`src/shared/acr_map.svh`:
```
// Purpose: Offsets, field positions, reset values and timing counts
//          for the channel configuration register slice.
// Assumes: Plain register port, 8-bit data, page 0 only.
// Notes:   Definitions only.
`ifndef ACR_MAP_SVH
`define ACR_MAP_SVH

// ----------------------------------------
// Page and offsets
// ----------------------------------------
`define ACR_PAGE_ZERO 8'h00
`define ACR_OFF_PHASE 8'h45
`define ACR_OFF_INCFG 8'h46
`define ACR_OFF_GAIN 8'h47
`define ACR_OFF_VOL 8'h48
`define ACR_OFF_TRIM 8'h49

// ----------------------------------------
// Field positions
// ----------------------------------------
`define ACR_KIND_BIT 7
`define ACR_SRC_HI 6
`define ACR_SRC_LO 5
`define ACR_CPL_BIT 4
`define ACR_IMP_HI 3
`define ACR_IMP_LO 2
`define ACR_BOOST_BIT 0
`define ACR_GAIN_HI 7
`define ACR_GAIN_LO 2
`define ACR_TRIM_HI 7
`define ACR_TRIM_LO 4

// ----------------------------------------
// Writable masks and reset values
// ----------------------------------------
`define ACR_MASK_INCFG 8'hFD
`define ACR_MASK_GAIN 8'hFC
`define ACR_MASK_TRIM 8'hF0
`define ACR_RST_PHASE 8'h00
`define ACR_RST_INCFG 8'h00
`define ACR_RST_GAIN 8'h00
`define ACR_RST_VOL 8'hC9
`define ACR_RST_TRIM 8'h80

// ----------------------------------------
// Codes and timing
// ----------------------------------------
`define ACR_VOL_MUTE 8'h00
`define ACR_TRIM_ZERO 4'h8
`define ACR_GAIN_MAX 6'h2A
`define ACR_DLY_DEPTH 255
`define ACR_MOD_DIV 20

`endif

```
`src/shared/acr_pkg.sv`:
```
// Purpose: Types for the channel configuration register slice.
// Assumes: Offsets and constants live in acr_map.svh.
// Notes:   Encodings follow the register field codes.
package acr_pkg;

  // Channel input source codes
  typedef enum logic [1:0] {
    ACR_SRC_DIFF,
    ACR_SRC_SINGLE,
    ACR_SRC_PDM,
    ACR_SRC_RSVD
  } acr_src_t;

  // Analog input impedance codes
  typedef enum logic [1:0] {
    ACR_IMP_2K5,
    ACR_IMP_10K,
    ACR_IMP_20K,
    ACR_IMP_RSVD
  } acr_imp_t;

  typedef logic [7:0] acr_byte_t;

endpackage

```
`src/shared/acr_delay_if.sv`:
```
// Purpose: Carrier between the register slice and the phase delay line.
// Assumes: Single clock; mod_en is a one-cycle enable.
// Notes:   ctl drives, dly answers.
`timescale 1ns/1ps
interface acr_delay_if;
  logic mod_en;
  logic din;
  logic [7:0] code;
  logic dout;

  modport ctl (output mod_en, output din, output code, input dout);
  modport dly (input mod_en, input din, input code, output dout);
endinterface : acr_delay_if

```
`src/verilog/acr_phase_delay.sv`:
```
// Purpose: Programmable delay of a modulator bit stream, 0..255 steps.
// Assumes: One step per modulator enable pulse.
// Notes:   Code 0 passes the stream with only the output register.
`timescale 1ns/1ps
`include "acr_map.svh"
module acr_phase_delay #(
  parameter int DEPTH = `ACR_DLY_DEPTH
) (
  input wire logic sys_clk_in,
  input wire logic rstn_in,
  acr_delay_if.dly dl
);
  import acr_pkg::*;

  // ----------------------------------------
  // Delay line storage
  // ----------------------------------------
  logic line_r [DEPTH];
  logic dout_r;
  logic tap_sel;

  // Tap N-1 holds the sample N steps old
  assign tap_sel = (dl.code == 8'h00) ? dl.din : line_r[dl.code - 8'h01];
  assign dl.dout = dout_r;

  // Head of the line
  always_ff @(posedge sys_clk_in or negedge rstn_in) begin
    if (!rstn_in) begin
      line_r[0] <= 1'b0;
    end else if (dl.mod_en) begin
      line_r[0] <= dl.din;
    end
  end

  // One shift stage per entry
  genvar gi;
  generate
    for (gi = 1; gi < DEPTH; gi++) begin : g_stage
      always_ff @(posedge sys_clk_in or negedge rstn_in) begin
        if (!rstn_in) begin
          line_r[gi] <= 1'b0;
        end else if (dl.mod_en) begin
          line_r[gi] <= line_r[gi-1];
        end
      end
    end
  endgenerate

  // Registered tap output
  always_ff @(posedge sys_clk_in or negedge rstn_in) begin
    if (!rstn_in) begin
      dout_r <= 1'b0;
    end else if (dl.mod_en) begin
      dout_r <= tap_sel;
    end
  end

endmodule // acr_phase_delay

```
`src/verilog/acr_regs.sv`:
```
// Purpose: Channel-2 phase delay and channel-3 configuration registers.
// Assumes: Plain register port; read data in the cycle after the strobe.
// Notes:   Decoded settings leave through registered outputs.
//
// The address-and-strobe port was decided locally.
`timescale 1ns/1ps
`include "acr_map.svh"
module acr_regs #(
  parameter int MOD_DIV = `ACR_MOD_DIV,
  parameter int DLY_DEPTH = `ACR_DLY_DEPTH
) (
  input wire logic sys_clk_in,
  input wire logic rstn_in,
  input wire logic [7:0] page_in,
  input wire logic [7:0] addr_in,
  input wire logic [7:0] wdata_in,
  input wire logic wr_in,
  input wire logic rd_in,
  input wire logic page0_reg_108_bit3_in,
  input wire logic ch2_mod_data_in,
  output logic [7:0] rdata_out,
  output logic ch2_delayed_out,
  output logic ch3_input_kind_out,
  output acr_pkg::acr_src_t ch3_source_select_out,
  output logic ch3_pdm_select_out,
  output logic ch3_coupling_select_out,
  output acr_pkg::acr_imp_t ch3_impedance_select_out,
  output logic dynamic_range_enhancer_en_out,
  output logic automatic_gain_loop_en_out,
  output logic [5:0] code_a_out,
  output logic ch3_mute_out,
  output logic signed [8:0] ch3_volume_half_db_out,
  output logic signed [4:0] ch3_trim_tenth_db_out,
  output logic reserved_code_out
);
  import acr_pkg::*;

  // ----------------------------------------
  // Register storage
  // ----------------------------------------
  acr_byte_t phase_r;
  acr_byte_t incfg_r;
  acr_byte_t gain_r;
  acr_byte_t vol_r;
  acr_byte_t trim_r;
  acr_byte_t rdata_r;

  // ----------------------------------------
  // Address decode
  // ----------------------------------------
  logic page_hit;
  logic hit_phase;
  logic hit_incfg;
  logic hit_gain;
  logic hit_vol;
  logic hit_trim;
  logic we_phase;
  logic we_incfg;
  logic we_gain;
  logic we_vol;
  logic we_trim;

  // Only page 0 holds this slice
  assign page_hit = (page_in == `ACR_PAGE_ZERO);

  assign hit_phase = page_hit && (addr_in == `ACR_OFF_PHASE);

  assign hit_incfg = page_hit && (addr_in == `ACR_OFF_INCFG);
  assign hit_gain = page_hit && (addr_in == `ACR_OFF_GAIN);
  assign hit_vol = page_hit && (addr_in == `ACR_OFF_VOL);
  assign hit_trim = page_hit && (addr_in == `ACR_OFF_TRIM);

  // Write enables per register
  assign we_phase = wr_in && hit_phase;
  assign we_incfg = wr_in && hit_incfg;
  assign we_gain = wr_in && hit_gain;
  assign we_vol = wr_in && hit_vol;
  assign we_trim = wr_in && hit_trim;

  // ----------------------------------------
  // Register writes
  // ----------------------------------------

  // Phase code, reset to no delay
  always_ff @(posedge sys_clk_in or negedge rstn_in) begin
    if (!rstn_in) begin
      phase_r <= `ACR_RST_PHASE;
    end else if (we_phase) begin
      phase_r <= wdata_in;
    end
  end

  // Input config drops reserved bit 1
  always_ff @(posedge sys_clk_in or negedge rstn_in) begin
    if (!rstn_in) begin
      incfg_r <= `ACR_RST_INCFG;
    end else if (we_incfg) begin
      incfg_r <= wdata_in & `ACR_MASK_INCFG;
    end
  end

  always_ff @(posedge sys_clk_in or negedge rstn_in) begin
    if (!rstn_in) begin
      gain_r <= `ACR_RST_GAIN;
    end else if (we_gain) begin
      gain_r <= wdata_in & `ACR_MASK_GAIN;
    end
  end

  always_ff @(posedge sys_clk_in or negedge rstn_in) begin
    if (!rstn_in) begin
      vol_r <= `ACR_RST_VOL;
    end else if (we_vol) begin
      vol_r <= wdata_in;
    end
  end

  // Trim resets to zero offset, low nibble dropped
  always_ff @(posedge sys_clk_in or negedge rstn_in) begin
    if (!rstn_in) begin
      trim_r <= `ACR_RST_TRIM;
    end else if (we_trim) begin
      trim_r <= wdata_in & `ACR_MASK_TRIM;
    end
  end

  // ----------------------------------------
  // Read path
  // ----------------------------------------
  acr_byte_t rd_mux;

  // Unmapped and reserved read as zero
  assign rd_mux = hit_phase ? phase_r :
                  hit_incfg ? incfg_r :
                  hit_gain ? gain_r :
                  hit_vol ? vol_r :
                  hit_trim ? trim_r : 8'h00;

  // Data stands only in the cycle after the strobe
  always_ff @(posedge sys_clk_in or negedge rstn_in) begin
    if (!rstn_in) begin
      rdata_r <= 8'h00;
    end else begin
      rdata_r <= rd_in ? rd_mux : 8'h00;
    end
  end

  assign rdata_out = rdata_r;

  // ----------------------------------------
  // Field extraction
  // ----------------------------------------
  logic kind_f;
  acr_src_t src_f;
  logic cpl_f;
  acr_imp_t imp_f;
  logic boost_f;
  logic [5:0] gain_f;
  logic [3:0] trim_f;
  logic src_analog;

  assign kind_f = incfg_r[`ACR_KIND_BIT];
  assign src_f = acr_src_t'(incfg_r[`ACR_SRC_HI:`ACR_SRC_LO]);
  assign cpl_f = incfg_r[`ACR_CPL_BIT];
  assign imp_f = acr_imp_t'(incfg_r[`ACR_IMP_HI:`ACR_IMP_LO]);
  assign boost_f = incfg_r[`ACR_BOOST_BIT];
  assign gain_f = gain_r[`ACR_GAIN_HI:`ACR_GAIN_LO];
  assign trim_f = trim_r[`ACR_TRIM_HI:`ACR_TRIM_LO];
  assign src_analog = (src_f == ACR_SRC_DIFF) || (src_f == ACR_SRC_SINGLE);

  // ----------------------------------------
  // Decoded settings, next values
  // ----------------------------------------
  logic pdm_nxt;
  logic cpl_nxt;
  acr_imp_t imp_nxt;
  logic dre_nxt;
  logic agc_nxt;
  logic mute_nxt;
  logic [8:0] vol_nxt;
  logic [4:0] trim_nxt;
  logic rsvd_nxt;

  // Analog pick assumes software freed the shared pins
  // PDM pick assumes software routed the PDM pins
  assign pdm_nxt = (src_f == ACR_SRC_PDM);

  assign cpl_nxt = cpl_f && src_analog;

  assign imp_nxt = src_analog ? imp_f : ACR_IMP_2K5;

  // Enable steered by register 108 bit 3
  assign dre_nxt = boost_f && !page0_reg_108_bit3_in;
  assign agc_nxt = boost_f && page0_reg_108_bit3_in;

  assign mute_nxt = (vol_r == `ACR_VOL_MUTE);

  // Half-dB steps about the unity code
  assign vol_nxt = {1'b0, vol_r} - {1'b0, `ACR_RST_VOL};

  assign trim_nxt = {1'b0, trim_f} - {1'b0, `ACR_TRIM_ZERO};

  // Reserved gain, source or impedance codes flagged
  assign rsvd_nxt = (gain_f > `ACR_GAIN_MAX) ||
                    (src_f == ACR_SRC_RSVD) ||
                    (imp_f == ACR_IMP_RSVD);

  // ----------------------------------------
  // Output registers
  // ----------------------------------------
  logic kind_r;
  acr_src_t src_r;
  logic pdm_r;
  logic cpl_r;
  acr_imp_t imp_r;
  logic dre_r;
  logic agc_r;
  logic [5:0] gain_out_r;
  logic mute_r;
  logic signed [8:0] vol_db_r;
  logic signed [4:0] trim_db_r;
  logic rsvd_r;

  // Source and coupling settings
  always_ff @(posedge sys_clk_in or negedge rstn_in) begin
    if (!rstn_in) begin
      kind_r <= 1'b0;
      src_r <= ACR_SRC_DIFF;
      pdm_r <= 1'b0;
      cpl_r <= 1'b0;
      imp_r <= ACR_IMP_2K5;
    end else begin
      kind_r <= kind_f;
      src_r <= src_f;
      pdm_r <= pdm_nxt;
      cpl_r <= cpl_nxt;
      imp_r <= imp_nxt;
    end
  end

  // Gain, volume and range settings
  always_ff @(posedge sys_clk_in or negedge rstn_in) begin
    if (!rstn_in) begin
      dre_r <= 1'b0;
      agc_r <= 1'b0;
      gain_out_r <= 6'h00;
      mute_r <= 1'b0;
      vol_db_r <= 9'h000;
      trim_db_r <= 5'h00;
      rsvd_r <= 1'b0;
    end else begin
      dre_r <= dre_nxt;
      agc_r <= agc_nxt;
      gain_out_r <= gain_f;
      mute_r <= mute_nxt;
      vol_db_r <= vol_nxt;
      trim_db_r <= trim_nxt;
      rsvd_r <= rsvd_nxt;
    end
  end

  assign ch3_input_kind_out = kind_r;
  assign ch3_source_select_out = src_r;
  assign ch3_pdm_select_out = pdm_r;
  assign ch3_coupling_select_out = cpl_r;
  assign ch3_impedance_select_out = imp_r;
  assign dynamic_range_enhancer_en_out = dre_r;
  assign automatic_gain_loop_en_out = agc_r;
  assign code_a_out = gain_out_r;
  assign ch3_mute_out = mute_r;
  assign ch3_volume_half_db_out = vol_db_r;
  assign ch3_trim_tenth_db_out = trim_db_r;
  assign reserved_code_out = rsvd_r;

  // ----------------------------------------
  // Modulator rate divider
  // ----------------------------------------
  localparam int DIV_W = (MOD_DIV > 1) ? $clog2(MOD_DIV) : 1;
  localparam logic [DIV_W-1:0] DIV_LAST = DIV_W'(MOD_DIV - 1);

  logic [DIV_W-1:0] div_r;
  logic [DIV_W-1:0] div_nxt;
  logic div_wrap;
  logic mod_en_r;

  assign div_wrap = (div_r == DIV_LAST);
  assign div_nxt = div_wrap ? '0 : div_r + DIV_W'(1);

  // One enable pulse per modulator cycle
  always_ff @(posedge sys_clk_in or negedge rstn_in) begin
    if (!rstn_in) begin
      div_r <= '0;
      mod_en_r <= 1'b0;
    end else begin
      div_r <= div_nxt;
      mod_en_r <= div_wrap;
    end
  end

  // ----------------------------------------
  // Channel-2 phase delay
  // ----------------------------------------
  acr_delay_if dly_if ();

  // Delay steps taken from the phase code
  assign dly_if.mod_en = mod_en_r;
  assign dly_if.din = ch2_mod_data_in;
  assign dly_if.code = phase_r;

  acr_phase_delay #(
    .DEPTH(DLY_DEPTH)
  ) u_phase_delay (
    .sys_clk_in(sys_clk_in),
    .rstn_in(rstn_in),
    .dl(dly_if.dly)
  );

  assign ch2_delayed_out = dly_if.dout;

endmodule // acr_regs

```
`config.mk`:
```
export PLATFORM = sky130hd
export DESIGN_NAME = acr_regs
export DESIGN_NICKNAME = d
export VERILOG_FILES = /design/src/shared/acr_pkg.sv /design/src/shared/acr_delay_if.sv /design/src/verilog/acr_phase_delay.sv /design/src/verilog/acr_regs.sv
export VERILOG_INCLUDE_DIRS = /design/src /design/src/shared
export SDC_FILE = /design/constraint.sdc
export NUM_CORES = 1
export LEC_CHECK = 0
export BUFFER_PORTS_ARGS = -buffer_cell sky130_fd_sc_hd__buf_4
export CORE_ASPECT_RATIO = 1.25
export CORE_MARGIN = 2
export CORE_UTILIZATION = 40
export DETAILED_ROUTE_END_ITERATION = 16
export PLACE_DENSITY = 0.53
export SLEW_MARGIN = 10
export SYNTH_ARGS = -nofsm -noshare
export SYNTH_HDL_FRONTEND = slang
export SYNTH_HIERARCHICAL = 1
export SYNTH_SLANG_ARGS = --single-unit
export TNS_END_PERCENT = 5
```
`constraint.sdc`:
```
create_clock -name sys_clk_in -period 8.8 [get_ports sys_clk_in]
set_clock_uncertainty 0.1 [all_clocks]
set_input_delay 1.76 -clock sys_clk_in [delete_from_list [all_inputs] [get_ports sys_clk_in]]
set_output_delay 1.76 -clock sys_clk_in [all_outputs]
set_load 0.02 [all_outputs]
```
---- After elaboration in Yosys (flattened, before gate mapping) ----
Cells that the tools add are included.
word-level totals
  bits in registers ....................... 334
  output and inout bits ................... 40
cells by class
  add/sub/neg operators ................... 4
  order comparisons ....................... 2
  equality and inequality tests ........... 10
  muxes and demuxes ....................... 12
  bitwise operators ....................... 1
  reduce and logical (&&, ||, !) cells .... 21
operators with widths
  cell                   number
  $mux W8                6
  $eq A8 B7 Y1 const B   5
  $logic_not A8 Y1       3
  $logic_and A1 B1 Y1    13
  $ge A9 B9 Y1 const B   1
  $not A8 Y9             1
  $sub A8 B8 Y9 const B  1
  $bmux W1 S8            1
  $sub A8 B1 Y8 const B  1
  $eq A2 B2 Y1 const B   3
  $gt A6 B6 Y1 const B   1
  $add A5 B1 Y5 const B  1
  $eq A5 B5 Y1 const B   1
  $mux W5                1
  $sub A4 B4 Y5 const B  1
  $logic_or A1 B1 Y1     3
  $mux W1                3
  $eq A2 B1 Y1 const B   1
  $logic_not A2 Y1       1
  $mux W2                1
  $logic_not A1 Y1       1

---- Depth between registers and ports, before layout ----
Gate-level depths: netlist (run 1).
  depth after elaboration ................. 8
  mapped depth ............................ 14

---- Modules after synthesis ----
The synthesis (run 1) kept the hierarchy.
modules (own cells, without submodules)
  module           instances  cells each  area an instance (µm²)  seq. area each (µm²)
  acr_phase_delay  1          756         11,905.2                6,406.1
  acr_regs         1          222         3,129.3                 1,933.1

---- Least setup slack after synthesis (run 1) ----
OpenSTA, ideal clock, no wires.
  path type ............................... input to register
  start point ............................. input port page_in[1]
  end point ............................... register phase_r[0], in the netlist dly_if.code[0]
  library setup time ...................... 125 ps
  data arrival time ....................... 3,036 ps
  data required time ...................... 8,575 ps
  setup slack ............................. 5,539 ps
  stages .................................. 4
  buffers on the path ..................... 0
  cell sequence ........................... nor4_4 nand4_1 nor3_4 mux2_2
between the ends
  word-level cells in the longest chain between the ends .. 3
RTL lines
  item                        line            RTL
  start: declaration          acr_regs.sv:14  input wire logic [7:0] page_in,
  $logic_not A8 Y1 (no line)  -
  $logic_and A1 B1 Y1         acr_regs.sv:66  assign hit_phase = page_hit && (addr_in == `ACR_OFF_PHASE);
  $logic_and A1 B1 Y1         acr_regs.sv:74  assign we_phase = wr_in && hit_phase;
  end signal: assignment      acr_regs.sv:87  phase_r <= `ACR_RST_PHASE;
  end signal: assignment      acr_regs.sv:89  phase_r <= wdata_in;
  end: declaration            acr_regs.sv:41  acr_byte_t phase_r;
Every way passes these cells.
A chain may end at the register's enable or synchronous reset.

---- Final worst setup path (run 1) ----
  start point ............................. register phase_r[0], in the netlist dly_if.code[0]
  end point ............................... register u_phase_delay.dout_r, in the netlist u_phase_delay/dl.dout
between the ends
  word-level cells in the longest chain between the ends .. 6
RTL lines
  item                                        line                   RTL
  $sub A8 B1 Y8                               acr_phase_delay.sv:23  assign tap_sel = (dl.code == 8'h00) ? dl.din : line_r[dl.code - 8'h01];
  $not A8 Y9 (not written as such)            acr_phase_delay.sv:23
  $bmux W1 S8                                 acr_phase_delay.sv:23
  $mux W1 (not written as such) (2 in a row)  acr_phase_delay.sv:23
  $mux W1 (*)                                 acr_phase_delay.sv:23
  end signal: assignment                      acr_phase_delay.sv:54  dout_r <= tap_sel;
  end: declaration                            acr_phase_delay.sv:19  logic dout_r;
Mark *: on every way between the ends. The rest lies on a longest branch, timed or not. The select of a mux whose other input is x is not followed.

==> results of run 1 <==
-- kinds of logic (layout without fill, tap and decap cells) --
family	count (synthesis)	in the layout	share of synthesized area [%]
multiplexers	380	380	33.1
XOR/XNOR	16	16	1.11
flip-flops	333	333	55.5
buffers and inverters	68	154	2.28
adder cells (fa/ha/maj)	4	4	0.333
AND/OR/NAND/NOR	119	119	4.75
AO/OA/AOI/OAI	58	58	2.95
-- per-stage QoR --
stage	worst slack [ns]	hold slack [ns]	std cells	power, mW
after floorplan	5.54	0.270	978	1.57
after CTS	4.28	0.306	1550	3.17
final	4.41	0.307	1550	3.11
after global routing	4.06	0.326	1550	3.24
after global placement	4.41	0.283	1487	1.62
after detailed placement	4.29	0.292	1487	1.62
-- cells in the final DEF, fill, tap and decap left out, drive strengths merged, types with 4 or more instances in the layout --
master,Yosys,final
nor4,6,6
and2,4,4
a211oi,6,6
clkbuf,29,57
ha,4,4
xor2,9,9
a22oi,5,5
nand3,18,18
o22a,4,4
buf,27,79
mux4,62,62
a21oi,8,8
mux2i,24,24
mux2,294,294
clkinv,1,5
inv,11,12
xnor2,7,7
nor2,14,14
dfrtp,328,328
nand2,39,39
nor4b,4,4
nand4,6,6
o21ai,6,6
dfstp,5,5
nor2b,9,9
-- report_power, final --
group / switching, mW / internal [mW] / total [mW]
clock network: 0.604 / 0.912 / 1.52
registers: 0.000639 / 1.53 / 1.53
logic: 0.0439 / 0.0154 / 0.0593
-- synth_stat cells (3+ instances only) --
cell,n,area share [%]
o211a_1,3,0.20
a31oi_1,3,0.12
mux2i_1,24,1.6
o21ai_0,4,0.13
and2_1,4,0.17
inv_1,10,0.25
dfrtp_1,328,55
a32oi_1,3,0.17
clkbuf_1,29,0.72
a22oi_1,5,0.25
dfstp_2,5,0.87
nor2_1,14,0.35
buf_4,6,0.30
mux2_2,293,22
nor4_1,3,0.12
xnor2_1,6,0.35
xor2_1,8,0.47
mux4_1,8,1.4
ha_1,4,0.33
nand2_1,39,0.97
o211ai_1,3,0.15
buf_2,14,0.47
o22ai_1,3,0.12
nor4bb_1,3,0.20
nor2b_1,9,0.37
a21oi_1,8,0.27
nand4_1,5,0.21
mux4_2,54,8.1
buf_1,3,0.075
nand3_1,18,0.60
o22a_1,4,0.23
a211oi_1,5,0.25
-- state kept, by name, summed over array words and instances, names as in the netlist --
name / flops
automatic_gain_loop_en_out: 1
ch3_coupling_select_out: 1
ch3_impedance_select_out: 2
ch3_input_kind_out: 1
ch3_mute_out: 1
ch3_pdm_select_out: 1
ch3_source_select_out: 2
ch3_trim_tenth_db_out: 4
ch3_volume_half_db_out: 9
code_a_out: 6
div_r: 5
dly_if.code: 8
dly_if.mod_en: 1
dynamic_range_enhancer_en_out: 1
gain_r: 6
incfg_r: 7
rdata_out: 8
reserved_code_out: 1
trim_r: 4
u_phase_delay/dl.dout: 1
u_phase_delay/line_r: 255
vol_r: 8
-- how the worst min path moves through the flow --
stage	from	end	slack [ns]	depth (start not counted)
2_1_floorplan	trim_r[4]$_DFFE_PN0P_	ch3_trim_tenth_db_out[0]$_DFF_PN0_	0.27	0
3_3_place_gp	trim_r[5]$_DFFE_PN0P_	ch3_trim_tenth_db_out[1]$_DFF_PN0_	0.28	0
3_5_place_dp	trim_r[5]$_DFFE_PN0P_	ch3_trim_tenth_db_out[1]$_DFF_PN0_	0.29	0
4_1_cts	trim_r[5]$_DFFE_PN0P_	ch3_trim_tenth_db_out[1]$_DFF_PN0_	0.31	0
5_1_grt	trim_r[5]$_DFFE_PN0P_	ch3_trim_tenth_db_out[1]$_DFF_PN0_	0.33	0
6_report	trim_r[4]$_DFFE_PN0P_	ch3_trim_tenth_db_out[0]$_DFF_PN0_	0.31	0
-- routing by layer --
metal	global-route usage, %	share of wire (%)	routed length (µm)
met1	20.9	44	13400
met2	26.3	49	14700
met3	2.85	3.7	1120
met4	5.79	3.2	949
met5	0	0	0
-- area by class of cell --
type	instances	area share, %
Clock buffer	57	6.60
Clock inverter	6	0.342
Inverter	12	0.262
Multi-Input combinational cell	577	37.0
Sequential cell	333	48.6
Tap cell	486	3.54
Timing Repair Buffer	79	3.64
==> metrics, run 1 <==
critical-path cell list=clkinv_1 > ha_2 > buf_4 > mux4_2 > mux2i_1 > a222oi_1 > a32oi_1 > a211oi_2 > a31oi_1 > o31ai_2; Worst-path clk slew=0.06 ns; WL/cell=roughly 20 µm; Crit path depth=10; final worst path period share=~50%; Cell Area, Placed=0.0160 mm²; Max Freq=228 MHz; Lkg Pwr=slightly above 8 nW; Worst slew margin=between 20 and 30%; Final Max Slew Viols=0; RR Endpoint=u_phase_delay/dl.dout$_DFFE_PN0P_; Top FF cell, synth=dfrtp_1; vias in the first global route=8682; # IOs=70; via count=around 8300; arrival time worst endpoint=4.73 ns; Die Wd=177 µm; Tot GR Track Use=15.9%; CP Class=reg2reg; post-CTS setup buffers=0; Critical-path top delay cell=dfrtp_4; core area=0.0372 mm²; Area Overhead vs Synth=14.3%; final core utilization=46.2%; CTS tree=yes; clock period minus final worst setup slack=approximately 4.4 ns; clock root buffer=clkbuf_16; die height=221 µm; Crit Reg-Reg Startpoint=dly_if.code[0]$_DFFE_PN0P_; first-pass GRT wire length=49000 µm; Avg Inst Size Synth=15.4 µm²; Slew @ Worst Pin=around 1.1 ns; starting density of the core=40.5%; sequential area share after synthesis=55.5%; layout cells sized above 1=47.6%; largest net degree at the start of global routing=between 150 and 200; Final setup viols=0; number of nets with antenna violations after routing=0; synthesized cell area=0.0150 mm²; maximum VDD drop=0.000141 V; Placer Congestion=0.804; Worst Path Buf+Inv=2; Via density=5.37; die area=slightly below 0.04 mm²; P per Cell Area=181 mW/mm²; Rows=79; CTS H-tree lvls=2; multi-input logic area=0.00636 mm²; Yosys warnings=6; Setup TNS Final=0 ns; CTS Buffer Depth=3; detailed-placement wirelength estimate=18500 µm; CP Capture Type=flip-flop; asr flop ratio synth=100%; Sink Count=333; input/output buffers=69; clock latency on the worst-skew pair=around 0.53 ns; hold_buf cts=0; #FFs+latches synth=333; register area=roughly 0.0083 mm²; first-pass detailed-route iteration total=4; setup slack, reg-to-reg=4.41 ns; unrepaired setup endpoints after global routing=no; max incr delay on CP=0.82 ns; hold crit path type=reg2reg; CP max FO=50; DRT Wirelength=30100 µm; Antenna Cells=0; Reg2Reg Depth=10; Inserted Clock Buffers=37; Top delay family on crit path=compound AO/OA/AOI/OAI gates; Max-Cap Viols=0; critical path required time=slightly above 9 ns; total gr overflow=0; Critical path destination=u_phase_delay/dl.dout$_DFFE_PN0P_; Nets=1074; Hold Vio Cnt, Final=0; CP Launch Type=flip-flop; CTS resizes=0; DRC viols=0; cell count after synthesis=978; initial antenna violation count=0; cell area after layout=between 0.015 and 0.02 mm²; Synth Net Count=roughly 1000; status=complete, no violations; initial drt markers=roughly 460; EDFF count, synth=0; CP startpoint=dly_if.code[0]$_DFFE_PN0P_; Netlist cell types=69; Fill cells=approximately 3300
Note: power is estimated with default switching activity, not from simulation.
==> run 2: changes to the inputs <==
--- a/config.mk
+++ b/config.mk
@@ -11,7 +11,7 @@
 export CORE_MARGIN = 2
 export CORE_UTILIZATION = 40
 export DETAILED_ROUTE_END_ITERATION = 16
-export PLACE_DENSITY = 0.53
+export PLACE_DENSITY = 0.55
 export SLEW_MARGIN = 10
 export SYNTH_ARGS = -nofsm -noshare
 export SYNTH_HDL_FRONTEND = slang
==> constraint.sdc (replaced) <==
create_clock -name sys_clk_in -period 3.8 [get_ports sys_clk_in]
set_clock_uncertainty 0.1 [all_clocks]
set_input_delay 0.76 -clock sys_clk_in [delete_from_list [all_inputs] [get_ports sys_clk_in]]
set_output_delay 0.76 -clock sys_clk_in [all_outputs]
set_load 0.02 [all_outputs]
==> run 2 against run 1 <==
Compared with the run above: worst hold slack worse by 0.18 ns; utilization is 0.49 points higher; clock power is 120% higher; worst setup slack worse by 3.7 ns; clock-buffer cell count is 4 lower; final cell count is 1.4% higher; first-iteration DRC count is 6.9% lower; wire length is 0.60% higher; via count is 1.7% higher; global-route usage is 0.23 points higher; fmax is 43% higher; critical path type unchanged.
==> metrics, run 2 (synthesis results as in run 1) <==
Rows=79 (unchanged); Worst-path clk slew=0.06 ns (about the same); Largest register FFs=255 (unchanged); Setup TNS Final=0 ns (unchanged); first-pass detailed-route iteration total=5 (+1); Lkg Pwr=8.25 nW (+1.1%); CP Class=reg2reg; CP Capture Type=flip-flop; initial drt markers=429 (-6.9%); layout cells sized above 1=48.4% (+0.83 points); maximum VDD drop=0.000262 V (+86%); core area=0.0372 mm² (unchanged); P per Cell Area=409 mW/mm² (+130%); DRC viols=0 (unchanged); initial antenna violation count=0 (unchanged); Max-Cap Viols=0 (unchanged); Psw=1.50 mW (+130%); Inserted Clock Buffers=37 (unchanged); CTS Buffer Depth=3 (unchanged); most frequent cells in the layout=dfrtp_1, mux2_2, buf_4; Die Wd=177 µm (unchanged); Slew @ Worst Pin=0.824 ns (-0.236 ns); Top reg by flops=u_phase_delay/line_r; final worst path period share=80.7% (+31 points); Antenna Cells=0 (unchanged); CP max FO=11 (-78%); sw frac=21.1% (+0.26 points); number of nets with antenna violations after routing=0 (unchanged); CP Launch Type=flip-flop; Final setup viols=0 (unchanged); Worst slew margin=45.0% (+16 points); Max Freq=326 MHz (+43%); total gr overflow=0 (unchanged); commonest non-fill, non-tap cell in the layout=dfrtp_1; vias in the first global route=8723 (+0.47%); Tot GR Track Use=16.1% (+0.23 points); Clock Power Share=48.0% (-0.8 points); Min Hold Slack=0.126 ns (-0.180 ns); largest net degree at the start of global routing=81 (-54%); clock latency on the worst-skew pair=0.53 ns (about the same); die area=0.0392 mm² (unchanged); clock period minus final worst setup slack=3.07 ns (-1.32 ns); CTS resizes=0 (unchanged); Final Max Slew Viols=0 (unchanged); DRT Wirelength=30300 µm (+0.60%); die height=221 µm (unchanged); via count=8469 (+1.7%); starting density of the core=40.5% (unchanged); unrepaired setup endpoints after global routing=no; Area Overhead vs Synth=15.5%; WL/cell=19.3 µm (-0.75%); critical path required time=4.10 ns (-5.04 ns); hold crit path type=in2async; sequential power share=50.0% (+0.7 points); # IOs=70 (unchanged); internal power=5.60 mW (+130%); hold_buf cts=0 (unchanged); status=complete, no violations; Via density=5.39 (+0.36%); CTS tree=yes; arrival time worst endpoint=3.37 ns (-1.36 ns); Hold Vio Cnt, Final=0 (unchanged); detailed-placement wirelength estimate=20100 µm (+8.6%); Nets=1092 (+1.7%); input/output buffers=69 (unchanged); Placer Congestion=0.809 (+0.60%); CTS H-tree lvls=2 (unchanged); post-CTS setup buffers=0 (unchanged); clock root buffer=clkbuf_16; first-pass GRT wire length=49600 µm (+1.2%); combinational power share=2.0% (about the same); Sink Count=333 (unchanged)
==> run 2: cell count changes in the layout (fill, tap and decap cells not counted), moves of 2 or more <==
cell / previous run / this run
buf_4: 76 / 88
buf_12: 2 / 8
clkbuf_8: 9 / 5
clkinv_2: 4 / 7
clkinv_4: 0 / 2
clkinvlp_4: 0 / 2
==> run 2: per-stage QoR <==
| stage | power, mW | utilization, % | cells | setup WS [ns] | area, µm² |
|---|---|---|---|---|---|
| finish | 7.11 | 46.7 | 1571 | 0.733 | 17400 |
| global route | 7.42 | 46.7 | 1571 | 0.553 | 17400 |
| CTS | 7.25 | 46.7 | 1571 | 0.698 | 17400 |
| detailed placement | 3.77 | 43.6 | 1505 | 0.683 | 16200 |
| global placement | 3.77 | 43.6 | 1505 | 0.725 | 16200 |
| floorplan | 3.64 | - | 978 | 0.652 | 15000 |
==> run 2: final timing paths <==
path | start | end | slack, ns | depth (start not counted)
worst max-delay path | dly_if.code[0]$_DFFE_PN0P_ | u_phase_delay/dl.dout$_DFFE_PN0P_ | 0.73 | 11
worst min-delay path | rstn_in | ch3_volume_half_db_out[1]$_DFF_PN0_ | 0.13 | 1
worst max register to register | dly_if.code[0]$_DFFE_PN0P_ | u_phase_delay/dl.dout$_DFFE_PN0P_ | 0.73 | 11
worst min register to register | trim_r[6]$_DFFE_PN0P_ | ch3_trim_tenth_db_out[2]$_DFF_PN0_ | 0.30 | 0
max in group asynchronous | rstn_in | u_phase_delay/line_r[29]$_DFFE_PN0P_ | 2.62 | 2
min in group sys_clk_in | page0_reg_108_bit3_in | dynamic_range_enhancer_en_out$_DFF_PN0_ | 0.29 | 2
==> run 2: area by class of cell <==
| cell class | count | area, µm² |
|---|---|---|
| fill | 3391 | 19800 |
| sequential | 333 | 8350 |
| tap | 486 | 608 |
| clock buffer | 53 | 1060 |
| timing repair buffer | 97 | 836 |
| multi-input combinational | 577 | 6350 |
| inverter | 12 | 45.0 |
| clock inverter | 13 | 114 |
==> run 2: worst max-delay path, cell delays in order, from the launching register on <==
cell,delay (ns)
dfrtp_4,0.50
clkinv_1,0.07
ha_2,0.30
inv_2,0.28
buf_4,0.25
mux4_1,0.56
mux2_2,0.28
nand3_1,0.08
and4_1,0.23
a211oi_2,0.04
a31oi_1,0.19
o31ai_2,0.07
==> run 2: layer usage <==
layer,part of all wire (%),GRT usage [%],vias to the layer above
met4,2.8,5.52,0
met2,49,26.7,187
met3,4.6,2.65,50
met5,0,0,-
met1,44,21.5,4412
li1,-,-,3820
==> run 2: power by group through the flow <==
| stage | sequential (mW) | combinational (mW) | clock [mW] |
|---|---|---|---|
| 2_1_floorplan | 3.62 | 0.0228 | 0 |
| 3_5_place_dp | 3.61 | 0.151 | 0 |
| 6_report | 3.55 | 0.144 | 3.41 |
| 5_1_grt | 3.55 | 0.165 | 3.71 |
| 3_3_place_gp | 3.61 | 0.151 | 0 |
| 4_1_cts | 3.55 | 0.152 | 3.55 |
